## src/spts_consts.svh

```systemverilog
// offsets, field positions, reset values of the priority/tag/stp block
// assumes inclusion by bare name from the design files
`ifndef SPTS_CONSTS_SVH
`define SPTS_CONSTS_SVH
`define SPTS_GRP_GLOBAL 4'h0
`define SPTS_GRP_DSCP   4'h1
`define SPTS_GRP_PORT0  4'h2
`define SPTS_GLB_TAGMAP 2'h0
`define SPTS_GLB_FOLD   2'h1
`define SPTS_GLB_STATUS 2'h2
`define SPTS_PRT_CTRL0  2'h0
`define SPTS_PRT_CTRL2  2'h1
`define SPTS_PRT_CTRL3  2'h2
`define SPTS_PRT_CTRL8  2'h3
`define SPTS_C0_TAG_REM 1
`define SPTS_C0_TAG_INS 2
`define SPTS_C0_PPRIO   3
`define SPTS_C0_TAG_EN  5
`define SPTS_C0_DSCP_EN 6
`define SPTS_C2_LRN_DIS 0
`define SPTS_C2_RX_EN   1
`define SPTS_C2_TX_EN   2
`define SPTS_C2_CEIL    7
`define SPTS_FOLD_POS   6
`define SPTS_RST_TAGMAP 16'hFA50
`define SPTS_RST_FOLD   2'h3
`define SPTS_RST_CTRL0  8'h00
`define SPTS_RST_CTRL2  8'h06
`define SPTS_RST_CTRL3  16'h0001
`define SPTS_RST_CTRL8  5'h1F
`define SPTS_TPID_HI    8'h81
`define SPTS_TPID_LO    8'h00
`define SPTS_TAG_POS    11'd12
`define SPTS_TAG_END    11'd15
`define SPTS_CRC_INIT   32'hFFFF_FFFF
`define SPTS_CRC_POLY   32'hEDB8_8320
`define SPTS_HOST_IDX   3'd4
`endif

```

## src/spts_pkg.sv

```systemverilog
// types shared by the priority/tag/stp block
// assumes nothing beyond a SystemVerilog compiler
package spts_pkg;
  typedef enum logic [2:0] {EG_IDLE, EG_PASS, EG_INS, EG_FCS} spts_egr_e;
  typedef enum logic [1:0] {SRC_PORT, SRC_TAG, SRC_DSCP} spts_src_e;
endpackage : spts_pkg

```

## src/spts_crc_if.sv

```systemverilog
// carrier between the egress editor and its fcs engine
// assumes both ends run on the same clock
`timescale 1ns/1ps
interface spts_crc_if;
  logic        init;
  logic        en;
  logic [7:0]  data;
  logic [31:0] crc;
  modport user   (output init, output en, output data, input crc);
  modport engine (input init, input en, input data, output crc);
endinterface : spts_crc_if

```

## src/spts_crc.sv

```systemverilog
// byte-wide ethernet fcs engine, reflected polynomial
// assumes init and en are driven on the same clock
`timescale 1ns/1ps
module spts_crc
  import spts_pkg::*;
(
  input  wire logic   clk,
  input  wire logic   reset_n,
  spts_crc_if.engine  bus
);
`include "spts_consts.svh"

  logic [31:0] crc_reg;
  logic [31:0] seed;
  logic [31:0] crc_next;

  function automatic logic [31:0] crc_byte(input logic [31:0] c, input logic [7:0] d);
    logic [31:0] r;
    r = c;
    for (int i = 0; i < 8; i++) begin
      r = (r[0] ^ d[i]) ? ((r >> 1) ^ `SPTS_CRC_POLY) : (r >> 1);
    end
    return r;
  endfunction : crc_byte

  // init restarts even when the first byte comes with it
  assign seed     = bus.init ? `SPTS_CRC_INIT : crc_reg;
  assign crc_next = bus.en ? crc_byte(seed, bus.data) : seed;
  assign bus.crc  = crc_reg;

  always_ff @(posedge clk) begin
    if (!reset_n) crc_reg <= `SPTS_CRC_INIT;
    else          crc_reg <= crc_next;
  end
endmodule : spts_crc

```

## src/spts_policy.sv

```systemverilog
// ingress priority classifier, egress tag editor and stp gating
// assumes an AHB-Lite master, frame streams without fcs on egress input
// Function
// - port priority gives each ingress frame its port level 0..3
// - port level three frames are high priority for a split queue
// - ports one to five hold port priority in control0 bits 4:3
// - tag priority reads the three-bit user priority of tagged frames
// - a programmable table maps priority 0..7 to levels 0..3
// - control0 bit 5 enables tag priority per port
// - control0 bit 2 enables insertion, a mask picks source ports
// - untagged frames get the ingress default tag, tagged never twice
// - a tag is a two-byte protocol id plus two-byte control field
// - control0 bit 1 strips tags from tagged frames only
// - fcs is recomputed after insertion or removal
// - control2 bit 7 clamps tag priority to the default tag priority
// - upper six tos bits index a 128-bit two-bit-per-point table
// - port five is the host port, stp applies to ports one to four
// - ports one to four hold transmit, receive and learn-disable bits
// - disabled ports pass no user frames and learn nothing
// - listening passes only host traffic and learns nothing
// - learning passes only host traffic but learns addresses
// - forwarding passes and receives user frames and learns
// - four queues: queue three highest, queue zero lowest
// - a global two-bit field folds tag and dscp levels into high or low queue
`timescale 1ns/1ps
module spts_policy
  import spts_pkg::*;
#(
  parameter int NUM_PORTS = 5
)(
  input  wire logic        CLK,
  input  wire logic        RESET_N,
  input  wire logic        HSEL,
  input  wire logic [31:0] HADDR,
  input  wire logic [1:0]  HTRANS,
  input  wire logic        HWRITE,
  input  wire logic [2:0]  HSIZE,
  input  wire logic [31:0] HWDATA,
  input  wire logic        HREADY,
  output logic             HREADYOUT,
  output logic             HRESP,
  output logic [31:0]      HRDATA,
  input  wire logic        CLS_VALID,
  input  wire logic [2:0]  CLS_PORT,
  input  wire logic        CLS_TAGGED,
  input  wire logic [2:0]  CLS_PCP,
  input  wire logic        CLS_IS_IP,
  input  wire logic [7:0]  CLS_TOS,
  input  wire logic        CLS_HOST_MATCH,
  output logic             CLS_DONE,
  output logic [1:0]       CLS_PRIO,
  output logic             CLS_HIGH,
  output logic [2:0]       CLS_PCP_OUT,
  output logic             CLS_ADMIT,
  output logic             CLS_LEARN,
  input  wire logic        EGR_VALID,
  input  wire logic        EGR_SOF,
  input  wire logic        EGR_LAST,
  input  wire logic [7:0]  EGR_DATA,
  input  wire logic [2:0]  EGR_SRC_PORT,
  input  wire logic [2:0]  EGR_PORT,
  input  wire logic        EGR_TAGGED,
  output logic             EGR_READY,
  output logic             TX_VALID,
  output logic [7:0]       TX_DATA,
  output logic             TX_LAST
);
`include "spts_consts.svh"

  if (NUM_PORTS != 5) begin : g_chk
    $error("spts_policy serves exactly five ports");
  end

  // configuration storage, index 0 is port one
  logic [7:0]  ctrl0_reg [NUM_PORTS];
  logic [7:0]  ctrl2_reg [NUM_PORTS];
  logic [15:0] deftag_reg [NUM_PORTS];
  logic [4:0]  insmask_reg [NUM_PORTS];
  logic [15:0] tagmap_reg;
  logic [1:0]  fold_reg;
  logic [31:0] dscp_reg [4];

  // bus slave
  logic        wr_pend_reg;
  logic        rd_pend_reg;
  logic [7:0]  addr_reg;
  logic        addr_ok_reg;
  logic        hready_reg;
  logic [31:0] hrdata_reg;
  logic [31:0] rd_mux;
  logic [31:0] glb_rd;
  logic [31:0] port_rd;
  logic [1:0]  last_src_reg;
  logic        egr_busy;

  wire        ahb_go  = HSEL & HREADY & HTRANS[1];
  wire        addr_ok = (HADDR[31:8] == 24'h0) & (HSIZE == 3'b010);
  wire [3:0]  grp     = addr_reg[7:4];
  wire [1:0]  sel     = addr_reg[3:2];
  wire        we      = wr_pend_reg & addr_ok_reg;
  wire        is_port = (grp >= `SPTS_GRP_PORT0) && (grp < 4'(NUM_PORTS + 2));
  wire [2:0]  pidx    = 3'(grp - `SPTS_GRP_PORT0);
  wire        glb_we  = we && (grp == `SPTS_GRP_GLOBAL);
  wire        dscp_we = we && (grp == `SPTS_GRP_DSCP);

  // reads take one wait state so hrdata can leave a flop
  always_ff @(posedge CLK) begin
    if (!RESET_N) begin
      wr_pend_reg <= 1'b0;
      rd_pend_reg <= 1'b0;
      addr_reg    <= 8'h00;
      addr_ok_reg <= 1'b0;
      hready_reg  <= 1'b1;
      hrdata_reg  <= 32'h0000_0000;
    end else begin
      wr_pend_reg <= ahb_go & HWRITE;
      rd_pend_reg <= ahb_go & ~HWRITE;
      if (ahb_go) begin
        addr_reg    <= HADDR[7:0];
        addr_ok_reg <= addr_ok;
      end
      hready_reg <= ~(ahb_go & ~HWRITE);
      hrdata_reg <= rd_pend_reg ? rd_mux : 32'h0000_0000;
    end
  end

  assign HREADYOUT = hready_reg;
  assign HRDATA    = hrdata_reg;

  always_ff @(posedge CLK) begin
    if (!RESET_N) HRESP <= 1'b0;
    else          HRESP <= 1'b0;
  end

  assign glb_rd = (sel == `SPTS_GLB_TAGMAP) ? {16'h0000, tagmap_reg} :
                  (sel == `SPTS_GLB_FOLD)   ? {24'h00_0000, fold_reg, 6'h00} :
                  (sel == `SPTS_GLB_STATUS) ? {28'h000_0000, egr_busy, 1'b0, last_src_reg} :
                  32'h0000_0000;
  assign port_rd = (sel == `SPTS_PRT_CTRL0) ? {24'h00_0000, ctrl0_reg[pidx]} :
                   (sel == `SPTS_PRT_CTRL2) ? {24'h00_0000, ctrl2_reg[pidx]} :
                   (sel == `SPTS_PRT_CTRL3) ? {16'h0000, deftag_reg[pidx]} :
                   {27'h000_0000, insmask_reg[pidx]};
  assign rd_mux = !addr_ok_reg                  ? 32'h0000_0000 :
                  (grp == `SPTS_GRP_GLOBAL)      ? glb_rd :
                  (grp == `SPTS_GRP_DSCP)        ? dscp_reg[sel] :
                  is_port                        ? port_rd :
                  32'h0000_0000;

  always_ff @(posedge CLK) begin
    if (!RESET_N) begin
      tagmap_reg <= `SPTS_RST_TAGMAP;
      fold_reg   <= `SPTS_RST_FOLD;
    end else if (glb_we && sel == `SPTS_GLB_TAGMAP) begin
      tagmap_reg <= HWDATA[15:0];
    end else if (glb_we && sel == `SPTS_GLB_FOLD) begin
      fold_reg <= HWDATA[`SPTS_FOLD_POS +: 2];
    end
  end

  for (genvar i = 0; i < NUM_PORTS; i++) begin : g_port
    wire pw = we && is_port && (pidx == 3'(i));
    always_ff @(posedge CLK) begin
      if (!RESET_N) begin
        ctrl0_reg[i]   <= `SPTS_RST_CTRL0;
        ctrl2_reg[i]   <= `SPTS_RST_CTRL2;
        deftag_reg[i]  <= `SPTS_RST_CTRL3;
        insmask_reg[i] <= `SPTS_RST_CTRL8;
      end else if (pw) begin
        if (sel == `SPTS_PRT_CTRL0) ctrl0_reg[i] <= HWDATA[7:0];
        if (sel == `SPTS_PRT_CTRL2) ctrl2_reg[i] <= HWDATA[7:0];
        if (sel == `SPTS_PRT_CTRL3) deftag_reg[i] <= HWDATA[15:0];
        if (sel == `SPTS_PRT_CTRL8) insmask_reg[i] <= HWDATA[4:0];
      end
    end
  end

  for (genvar w = 0; w < 4; w++) begin : g_dscp
    always_ff @(posedge CLK) begin
      if (!RESET_N)                          dscp_reg[w] <= 32'h0000_0000;
      else if (dscp_we && sel == 2'(w))      dscp_reg[w] <= HWDATA;
    end
  end

  // ingress classification, one cycle from CLS_VALID to CLS_DONE
  wire        cls_ok   = (CLS_PORT >= 3'd1) && (CLS_PORT <= 3'd5);
  wire [2:0]  cidx     = cls_ok ? 3'(CLS_PORT - 3'd1) : `SPTS_HOST_IDX;
  wire [7:0]  c0       = ctrl0_reg[cidx];
  wire [7:0]  c2       = ctrl2_reg[cidx];
  wire [2:0]  def_pcp  = deftag_reg[cidx][15:13];
  wire        clamp    = c2[`SPTS_C2_CEIL] & CLS_TAGGED & (CLS_PCP > def_pcp);
  wire [2:0]  pcp_eff  = clamp ? def_pcp : CLS_PCP;
  wire [1:0]  tag_prio = tagmap_reg[{pcp_eff, 1'b0} +: 2];
  wire [5:0]  dscp     = CLS_TOS[7:2];
  wire [127:0] dscp_all = {dscp_reg[3], dscp_reg[2], dscp_reg[1], dscp_reg[0]};
  wire [1:0]  dscp_prio = dscp_all[{dscp, 1'b0} +: 2];
  wire [1:0]  port_prio = c0[`SPTS_C0_PPRIO +: 2];
  wire        use_tag  = c0[`SPTS_C0_TAG_EN] & CLS_TAGGED;
  wire        use_dscp = c0[`SPTS_C0_DSCP_EN] & CLS_IS_IP;
  wire [1:0]  prio     = use_tag ? tag_prio : use_dscp ? dscp_prio : port_prio;
  wire [1:0]  src      = use_tag ? SRC_TAG : use_dscp ? SRC_DSCP : SRC_PORT;
  // high-queue fold, port level three always high
  wire        high     = (src == SRC_PORT) ? (prio == 2'd3) : (prio >= fold_reg);
  wire        is_host  = (cidx == `SPTS_HOST_IDX);
  wire        admit    = is_host | c2[`SPTS_C2_RX_EN] | CLS_HOST_MATCH;
  wire        learn    = is_host | ~c2[`SPTS_C2_LRN_DIS];

  always_ff @(posedge CLK) begin
    if (!RESET_N) begin
      CLS_DONE     <= 1'b0;
      CLS_PRIO     <= 2'd0;
      CLS_HIGH     <= 1'b0;
      CLS_PCP_OUT  <= 3'd0;
      CLS_ADMIT    <= 1'b0;
      CLS_LEARN    <= 1'b0;
      last_src_reg <= 2'd0;
    end else begin
      CLS_DONE <= CLS_VALID;
      if (CLS_VALID) begin
        // level doubles as four-queue index, three highest
        CLS_PRIO     <= prio;
        CLS_HIGH     <= high;
        CLS_PCP_OUT  <= pcp_eff;
        CLS_ADMIT    <= admit;
        CLS_LEARN    <= learn;
        last_src_reg <= src;
      end
    end
  end

  // egress editor
  spts_crc_if crc_bus ();

  spts_crc u_crc (
    .clk     (CLK),
    .reset_n (RESET_N),
    .bus     (crc_bus)
  );

  spts_egr_e   st_reg, st_next;
  logic [10:0] idx_reg, idx_next;
  logic [1:0]  cnt_reg, cnt_next;
  logic        ins_reg, ins_next;
  logic        rem_reg, rem_next;
  logic        drop_reg, drop_next;
  logic [15:0] tci_reg, tci_next;
  logic        rdy_reg, rdy_next;
  logic        txv_next;
  logic        txl_next;
  logic [7:0]  txd_next;

  wire       e_ok   = (EGR_PORT >= 3'd1) && (EGR_PORT <= 3'd5);
  wire       s_ok   = (EGR_SRC_PORT >= 3'd1) && (EGR_SRC_PORT <= 3'd5);
  wire [2:0] eidx   = e_ok ? 3'(EGR_PORT - 3'd1) : `SPTS_HOST_IDX;
  wire [2:0] sidx   = s_ok ? 3'(EGR_SRC_PORT - 3'd1) : `SPTS_HOST_IDX;
  // insert only on untagged frames from allowed sources
  wire       eg_ins = ctrl0_reg[eidx][`SPTS_C0_TAG_INS] & ~EGR_TAGGED &
                      insmask_reg[eidx][sidx];
  wire       eg_rem = ctrl0_reg[eidx][`SPTS_C0_TAG_REM] & EGR_TAGGED;
  // own port's transmit bit, host frames always pass
  wire       eg_drop = (eidx != `SPTS_HOST_IDX) & (sidx != `SPTS_HOST_IDX) &
                       ~ctrl2_reg[eidx][`SPTS_C2_TX_EN];
  wire       take    = EGR_VALID & rdy_reg;
  wire [10:0] idx_inc = idx_reg + 11'd1;
  wire       in_tag  = (idx_reg >= `SPTS_TAG_POS) && (idx_reg <= `SPTS_TAG_END);
  wire [7:0] tag_byte = (cnt_reg == 2'd0) ? `SPTS_TPID_HI :
                        (cnt_reg == 2'd1) ? `SPTS_TPID_LO :
                        (cnt_reg == 2'd2) ? tci_reg[15:8] : tci_reg[7:0];
  wire [7:0] fcs_byte = ~crc_bus.crc[{cnt_reg, 3'b000} +: 8];

  assign egr_busy = (st_reg != EG_IDLE);

  always_comb begin
    st_next   = st_reg;
    idx_next  = idx_reg;
    cnt_next  = cnt_reg;
    ins_next  = ins_reg;
    rem_next  = rem_reg;
    drop_next = drop_reg;
    tci_next  = tci_reg;
    rdy_next  = rdy_reg;
    txv_next  = 1'b0;
    txl_next  = 1'b0;
    txd_next  = TX_DATA;
    crc_bus.init = 1'b0;
    crc_bus.en   = 1'b0;
    crc_bus.data = 8'h00;
    case (st_reg)
      EG_IDLE: begin
        if (take && EGR_SOF) begin
          ins_next  = eg_ins;
          rem_next  = eg_rem & ~eg_ins;
          drop_next = eg_drop;
          tci_next  = deftag_reg[sidx];
          txv_next  = ~eg_drop;
          txd_next  = EGR_DATA;
          crc_bus.init = 1'b1;
          crc_bus.en   = 1'b1;
          crc_bus.data = EGR_DATA;
          idx_next  = 11'd1;
          cnt_next  = 2'd0;
          st_next   = EGR_LAST ? EG_FCS : EG_PASS;
          rdy_next  = ~EGR_LAST;
        end
      end
      EG_PASS: begin
        if (take) begin
          idx_next = idx_inc;
          if (!(rem_reg && in_tag)) begin
            txv_next     = ~drop_reg;
            txd_next     = EGR_DATA;
            crc_bus.en   = 1'b1;
            crc_bus.data = EGR_DATA;
          end
          if (EGR_LAST) begin
            st_next  = EG_FCS;
            rdy_next = 1'b0;
          end else if (ins_reg && idx_inc == `SPTS_TAG_POS) begin
            st_next  = EG_INS;
            rdy_next = 1'b0;
          end
        end
      end
      EG_INS: begin
        txv_next     = ~drop_reg;
        txd_next     = tag_byte;
        crc_bus.en   = 1'b1;
        crc_bus.data = tag_byte;
        cnt_next     = 2'(cnt_reg + 2'd1);
        if (cnt_reg == 2'd3) begin
          st_next  = EG_PASS;
          rdy_next = 1'b1;
        end
      end
      EG_FCS: begin
        // fcs over the edited byte stream
        txv_next = ~drop_reg;
        txd_next = fcs_byte;
        cnt_next = 2'(cnt_reg + 2'd1);
        if (cnt_reg == 2'd3) begin
          txl_next = ~drop_reg;
          st_next  = EG_IDLE;
          rdy_next = 1'b1;
        end
      end
      default: begin
        st_next  = EG_IDLE;
        rdy_next = 1'b1;
      end
    endcase
  end

  always_ff @(posedge CLK) begin
    if (!RESET_N) begin
      st_reg   <= EG_IDLE;
      idx_reg  <= 11'd0;
      cnt_reg  <= 2'd0;
      ins_reg  <= 1'b0;
      rem_reg  <= 1'b0;
      drop_reg <= 1'b0;
      tci_reg  <= 16'h0000;
      rdy_reg  <= 1'b1;
    end else begin
      st_reg   <= st_next;
      idx_reg  <= idx_next;
      cnt_reg  <= cnt_next;
      ins_reg  <= ins_next;
      rem_reg  <= rem_next;
      drop_reg <= drop_next;
      tci_reg  <= tci_next;
      rdy_reg  <= rdy_next;
    end
  end

  always_ff @(posedge CLK) begin
    if (!RESET_N) begin
      TX_VALID <= 1'b0;
      TX_DATA  <= 8'h00;
      TX_LAST  <= 1'b0;
    end else begin
      TX_VALID <= txv_next;
      TX_DATA  <= txd_next;
      TX_LAST  <= txl_next;
    end
  end

  assign EGR_READY = rdy_reg;
endmodule : spts_policy

```

## config.mk

```make
export PLATFORM = sky130hd
export DESIGN_NAME = spts_policy
export DESIGN_NICKNAME = d
export VERILOG_FILES = /design/src/spts_pkg.sv /design/src/spts_crc_if.sv /design/src/spts_crc.sv /design/src/spts_policy.sv
export VERILOG_INCLUDE_DIRS = /design/src
export SDC_FILE = /design/constraint.sdc
export NUM_CORES = 1
export LEC_CHECK = 0
export BUFFER_PORTS_ARGS = -buffer_cell sky130_fd_sc_hd__buf_2
export CORE_ASPECT_RATIO = 0.75
export CORE_MARGIN = 3
export CORE_UTILIZATION = 45
export CTS_CLUSTER_SIZE = 14
export DETAILED_ROUTE_END_ITERATION = 8
export GPL_ROUTABILITY_DRIVEN = 0
export HOLD_SLACK_MARGIN = 0.08
export PLACE_DENSITY = 0.71
export SYNTH_ARGS = -nofsm -noshare
export SYNTH_HDL_FRONTEND = slang
export SYNTH_SLANG_ARGS = --single-unit
```

## constraint.sdc

```tcl
create_clock -name CLK -period 8.85 [get_ports CLK]
set_clock_uncertainty 0.05 [all_clocks]
set_input_delay 2.2125 -clock CLK [delete_from_list [all_inputs] [get_ports CLK]]
set_output_delay 2.2125 -clock CLK [all_outputs]
set_load 0.02 [all_outputs]
```

==> results of run 1 <==
## final cells by class
cell class	count	area share (%)
Clock buffer	71	4.92
Sequential cell	463	44.6
Multi-Input combinational cell	1527	42.1
Tap cell	712	3.21
Timing Repair Buffer	200	3.99
Inverter	33	0.446
Clock inverter	15	0.693
## per-layer routing
metal | global-route usage (%) | vias up | wire [um]
met5 | 0 | - | 52
met4 | 6.79 | 8 | 1820
met3 | 5.85 | 141 | 8410
met2 | 36.9 | 1172 | 32500
met1 | 36.7 | 9259 | 31600
li1 | - | 8303 | -
## cell families (layout without fill, tap and decap cells)
logic type,Yosys count,after routing
xor gates and xnor gates,58,58
AOI/OAI and AO/OA,436,436
adders and majority gates,22,22
other,1,1
buffers and inverters,208,319
muxes,174,174
and+or+nand+nor,836,836
DFF,463,463
## worst min-delay path, cell delays in order (launching register included)
cell and delay, ns:
dfxtp_1 0.31, nand2_1 0.05, a21boi_1 0.05
## cells in the final DEF, fill, tap and decap left out, drive strengths merged, types with 15 or more instances in the layout
cell type,Yosys,routed
edfxtp,313,313
and2,287,287
buf,30,200
nand2,165,165
dfxtp,150,150
nor2,123,123
mux4,114,114
o21ai,103,103
a21oi,77,77
clkbuf,145,71
nand3,53,53
mux2i,51,51
or3,48,48
nor3,46,46
nor2b,41,41
a21boi,39,39
inv,33,35
o211ai,29,29
xnor2,27,27
xor2,27,27
a211oi,27,27
a22oi,24,24
ha,22,22
o22ai,20,20
o221ai,19,19
a221oi,17,17
nand2b,15,15
## stage by stage
stage	setup WS (ns)	power (mW)	hold WS, ns	utilization, %	std cells
4_1_cts	1.73	6.32	0.404	51.7	3020
2_1_floorplan	1.97	3.88	0.377	-	2198
3_3_place_gp	1.25	4.26	0.389	48.8	2934
3_5_place_dp	1.14	4.31	0.397	48.8	2934
5_1_grt	1.14	6.59	0.419	51.7	3021
6_report	1.55	6.33	0.401	51.7	3021
## worst paths after layout
| check | slack [ns] | startpoint | cells past startpoint | end |
|---|---|---|---|---|
| hold reg to reg | 0.40 | tci_reg[6] | 2 | tci_reg[6] |
| setup / recovery | 1.55 | CLS_PORT[1] | 23 | CLS_HIGH |
| hold / removal | 0.40 | tci_reg[6] | 2 | tci_reg[6] |
| setup reg to reg | 4.01 | deftag_reg[2][13] | 18 | CLS_HIGH |
## where the power goes
group | internal (mW) | switching (mW)
combinational | 0.709 | 1.01
clock | 1.16 | 0.866
sequential | 2.45 | 0.128
==> qor.yml, run 1 <==
avgSynthCellArea_um2: 11.3
stdcell_area_um2: 27800
ys_top_cells_by_area: "edfxtp_1, dfxtp_1, mux4_2"
cts.sinks: 463
max-vdd-ir-drop_uv: 235
yosysTopAreaCellShare_pct: 37.8
max_slew_margin_pct: 7.89
drtIter0Drc: 2973
synth.distinct_cells: 95
synth_xor_area_share_pct: 2.56
synth.top_cells.by_count: "edfxtp_1, and2_1, nand2_1"
slew_violations: 0
largest_reg_flops: 128
crit_chain: "buf_2 > inv_1 > ha_1 > nor2b_1 > a211o_1 > a22o_1 > nand3_1 > a21boi_0 > ha_1 > nor2b_1 > o21a_1 > o221a_2 > nor3b_1 > nor2_1 > nor4_1 > a22oi_1 > a21oi_1 > ha_1 > nand2b_1 > a21oi_1 > a21oi_1 > a311o_1 > o211a_1"
syn_area_um2: 24800
synth_top_family_by_area: "simple AND/OR/NAND/NOR gates"
hp-class: "reg2reg"
area_growth_pct: 11.9
cts_made_buffers: 46
crit_family: "compound AO/OA/AOI/OAI gates"
clk_path_buf_depth: 3
synth_compound_area_share_pct: 12.3
initial_core_util_pct: 46.2
fill_cells: 4577
synth-edff-count: 313
synthMuxAreaShare_pct: 12.8
die_area_um2: 58100
cp_max_fo: 12
synthArstFlopShare_pct: 0
port-buffer-count: 157
worstMarginPinSlew_ns: 1.37
ctsHoldBuffers: 0
period_minus_slack_ns: 7.30
drive_gt1_share_pct: 19.1
clkTransAtPathRegs_ns: 0.07
yosysWarnings: 0
crit_buf_inv: 2
cts_tree: "done"
clk_latency_ns: 0.61
synth-main-ff-cell: "edfxtp_1"
ant_nets: 0
tns_ns: 0
status: "complete, no violations"
end_kind: "register"
post-route-period-util_pct: 82.5
dp_hpwl_um: 51500
cp-start-kind: "input pin"
cts_setup_buffers: 0
ys_seq_elements: 463
syn_nets: 2330
dieWidth_um: 277
fp-row-count: 73
grt_antenna_before_repair: 4
critPathSlowestCell: "nor4_1"
vias: 18883
critPathMaxStageDelay_ns: 0.54
synth_area_leader_cell: "edfxtp_1"
yosysMostFrequentCell: "edfxtp_1"
syn_inst: 2198
core_um2: 53800
ff_latch_area_um2: 12400
multi_input_area_um2: 11700
dpl_cell_area_um2: 26200
synth_seq_area_share_pct: 49.9
yosys.area_share.simple_pct: 18.1
finalSetupViolations: 0
drt-pass1-iter-count: 8
finalHoldViolations: 0
pin_count: 164
die_h_um: 210
drt_wl_total_um: 74400
fmaxAchievable_mhz: 137
via_per_inst: 6.25
power_leakage_nw: 9.97
rsz0062_at_grt: "false"
grt_pass1_vias: 18134
grt_max_degree: 84
post_drt_wl_per_cell_um: 24.6
required_ns: 9.28
pwr_density_cell_nw_per_um2: 228
remaining_drc_errors: 0
n_antenna_cell: 0
nets: 2403
cts_root_buf: "clkbuf_16"
max-cap-violations: 0
path_class: "in2reg"
synthAdderAreaFrac_pct: 1.11
cts.htree.levels: 2
grt.total_usage_pct: 24.9
post_cts_resized: 0
worstPathArrival_ns: 7.72
overflow: 0
grt_pass1_wl_um: 112000
Power figures use the tool's default switching activity.
==> inputs of run 2 (changes only) <==
- clock period: 8.85 -> 7.15 ns (I/O delays scaled with it)
==> qor.yml, run 2 (synthesis results as in run 1) <==
fin_util_pct: 51.9
clk_latency_ns: 0.61
p_clk_share_pct: 33.1
drtIter0Drc: 2884
clkTransAtPathRegs_ns: 0.06
grt_use_met2_pct: 37.2
grt_pass1_vias: 18336
post_cts_resized: 0
largest_reg_flops: 128
post-route-period-util_pct: 92.3
overflow: 0
drt_wl_total_um: 74900
status: "complete, no violations"
stdcell_area_um2: 27900
clk_path_buf_depth: 3
max_slew_margin_pct: 12.2
ctsHoldBuffers: 0
pwr_density_cell_nw_per_um2: 286
cp-start-kind: "input pin"
dp_hpwl_um: 51900
crit_path_start: "CLS_PORT[1]"
fp-row-count: 73
dpl_cell_area_um2: 26300
initial_core_util_pct: 46.2
cts_setup_buffers: 0
dieWidth_um: 277
grt_pass1_wl_um: 114000
cts_tree: "done"
grt.total_usage_pct: 25.2
tns_ns: 0
r2r_slack_ns: 2.33
cp_max_fo: 8
grt_max_degree: 56
max-vdd-ir-drop_uv: 322
via_per_inst: 6.28
period_minus_slack_ns: 6.60
cts.sinks: 463
worstPathArrival_ns: 7.05
die_area_um2: 58100
required_ns: 7.59
drive_gt1_share_pct: 19.5
crit_path_end: "CLS_HIGH"
reg2reg_depth: 18
use_met3_pct: 6.63
switchingPower_mw: 2.52
end_kind: "register"
ant_nets: 0
path_class: "in2reg"
grt_busiest_layer: "met2"
cts_made_buffers: 47
rsz0062_at_grt: "false"
worstMarginPinSlew_ns: 1.31
post_drt_wl_per_cell_um: 24.7
switching_share_pct: 31.6
drt-pass1-iter-count: 8
die_h_um: 210
fmaxAchievable_mhz: 151
area_growth_pct: 12.4
r2r_end: "CLS_HIGH"
whs_ns: 0.400
p_comb_share_pct: 26.9
cts_root_buf: "clkbuf_16"
core_um2: 53800
slew_violations: 0
power_frac_seq_pct: 40.0
finalSetupViolations: 0
finalHoldViolations: 0
nets: 2410
remaining_drc_errors: 0
vias: 19016
reg2reg_from: "deftag_reg[2][13]"
met1_usage_pct: 36.6
p_int_mw: 5.46
power_leakage_nw: 10.0
final_common_cell: "edfxtp_1"
cts.htree.levels: 2
hp-class: "reg2reg"
layout_common_cells: "edfxtp_1, and2_1, nand2_1, buf_2, dfxtp_1"
grt_antenna_before_repair: 5
pin_count: 164
max-cap-violations: 0
port-buffer-count: 157
## run 2: power by group through the flow
stage                     clock (mW)  sequential [mW]  combinational, mW
final                           2.65             3.19               2.15
after floorplan                    0             3.22               1.59
after global routing            2.76             3.21               2.33
after global placement             0             3.23               2.06
after CTS                       2.66             3.19               2.12
after detailed placement           0             3.24               2.11
## run 2: critical path, cell delays in order
cell and delay [ns]:
buf_2 0.18, inv_1 0.08, ha_1 0.28, nor2b_1 0.50
a211o_1 0.30, buf_4 0.20, a211oi_2 0.09, o31ai_1 0.30
ha_1 0.28, a31oi_1 0.16, o221a_2 0.25, nor3b_1 0.48
nor2_1 0.12, nor4_1 0.55, a22oi_1 0.17, a21oi_1 0.25
ha_1 0.27, nand2b_1 0.14, a21oi_1 0.15, a21oi_1 0.05
a311o_1 0.34, o211a_1 0.11
## run 2: metrics by stage
step | setup slack, ns | power, mW | instances
floorplan | 0.693 | 4.81 | 2198
global placement | 0.274 | 5.29 | 2941
detailed placement | 0.0584 | 5.35 | 2941
CTS | 0.683 | 7.96 | 3029
global route | 0.179 | 8.30 | 3029
finish | 0.548 | 7.98 | 3030
## run 2: layout make-up
class	count	area, um2
antenna	1	2.50
clock buffer	67	1350
clock inverter	21	288
fill	4571	25900
inverter	33	124
multi-input combinational	1527	11700
sequential	463	12400
tap	712	891
timing repair buffer	206	1160
## run 2: worst min path at each step
| stage | startpoint | endpoint | slack [ns] | cells after the start |
|---|---|---|---|---|
| 2_1_floorplan | tci_reg[1] | tci_reg[1] | 0.38 | 2 |
| 3_3_place_gp | tci_reg[5] | tci_reg[5] | 0.38 | 2 |
| 3_5_place_dp | tci_reg[2] | tci_reg[2] | 0.39 | 2 |
| 4_1_cts | tci_reg[2] | tci_reg[2] | 0.40 | 2 |
| 5_1_grt | tci_reg[2] | tci_reg[2] | 0.42 | 2 |
| 6_report | tci_reg[2] | tci_reg[2] | 0.40 | 2 |
## run 2: routing by layer
metal | vias to the layer above | routed length, um
li1 | 8335 | -
met4 | 6 | 2120
met3 | 155 | 8890
met1 | 9303 | 31300
met2 | 1217 | 32500
met5 | - | 39
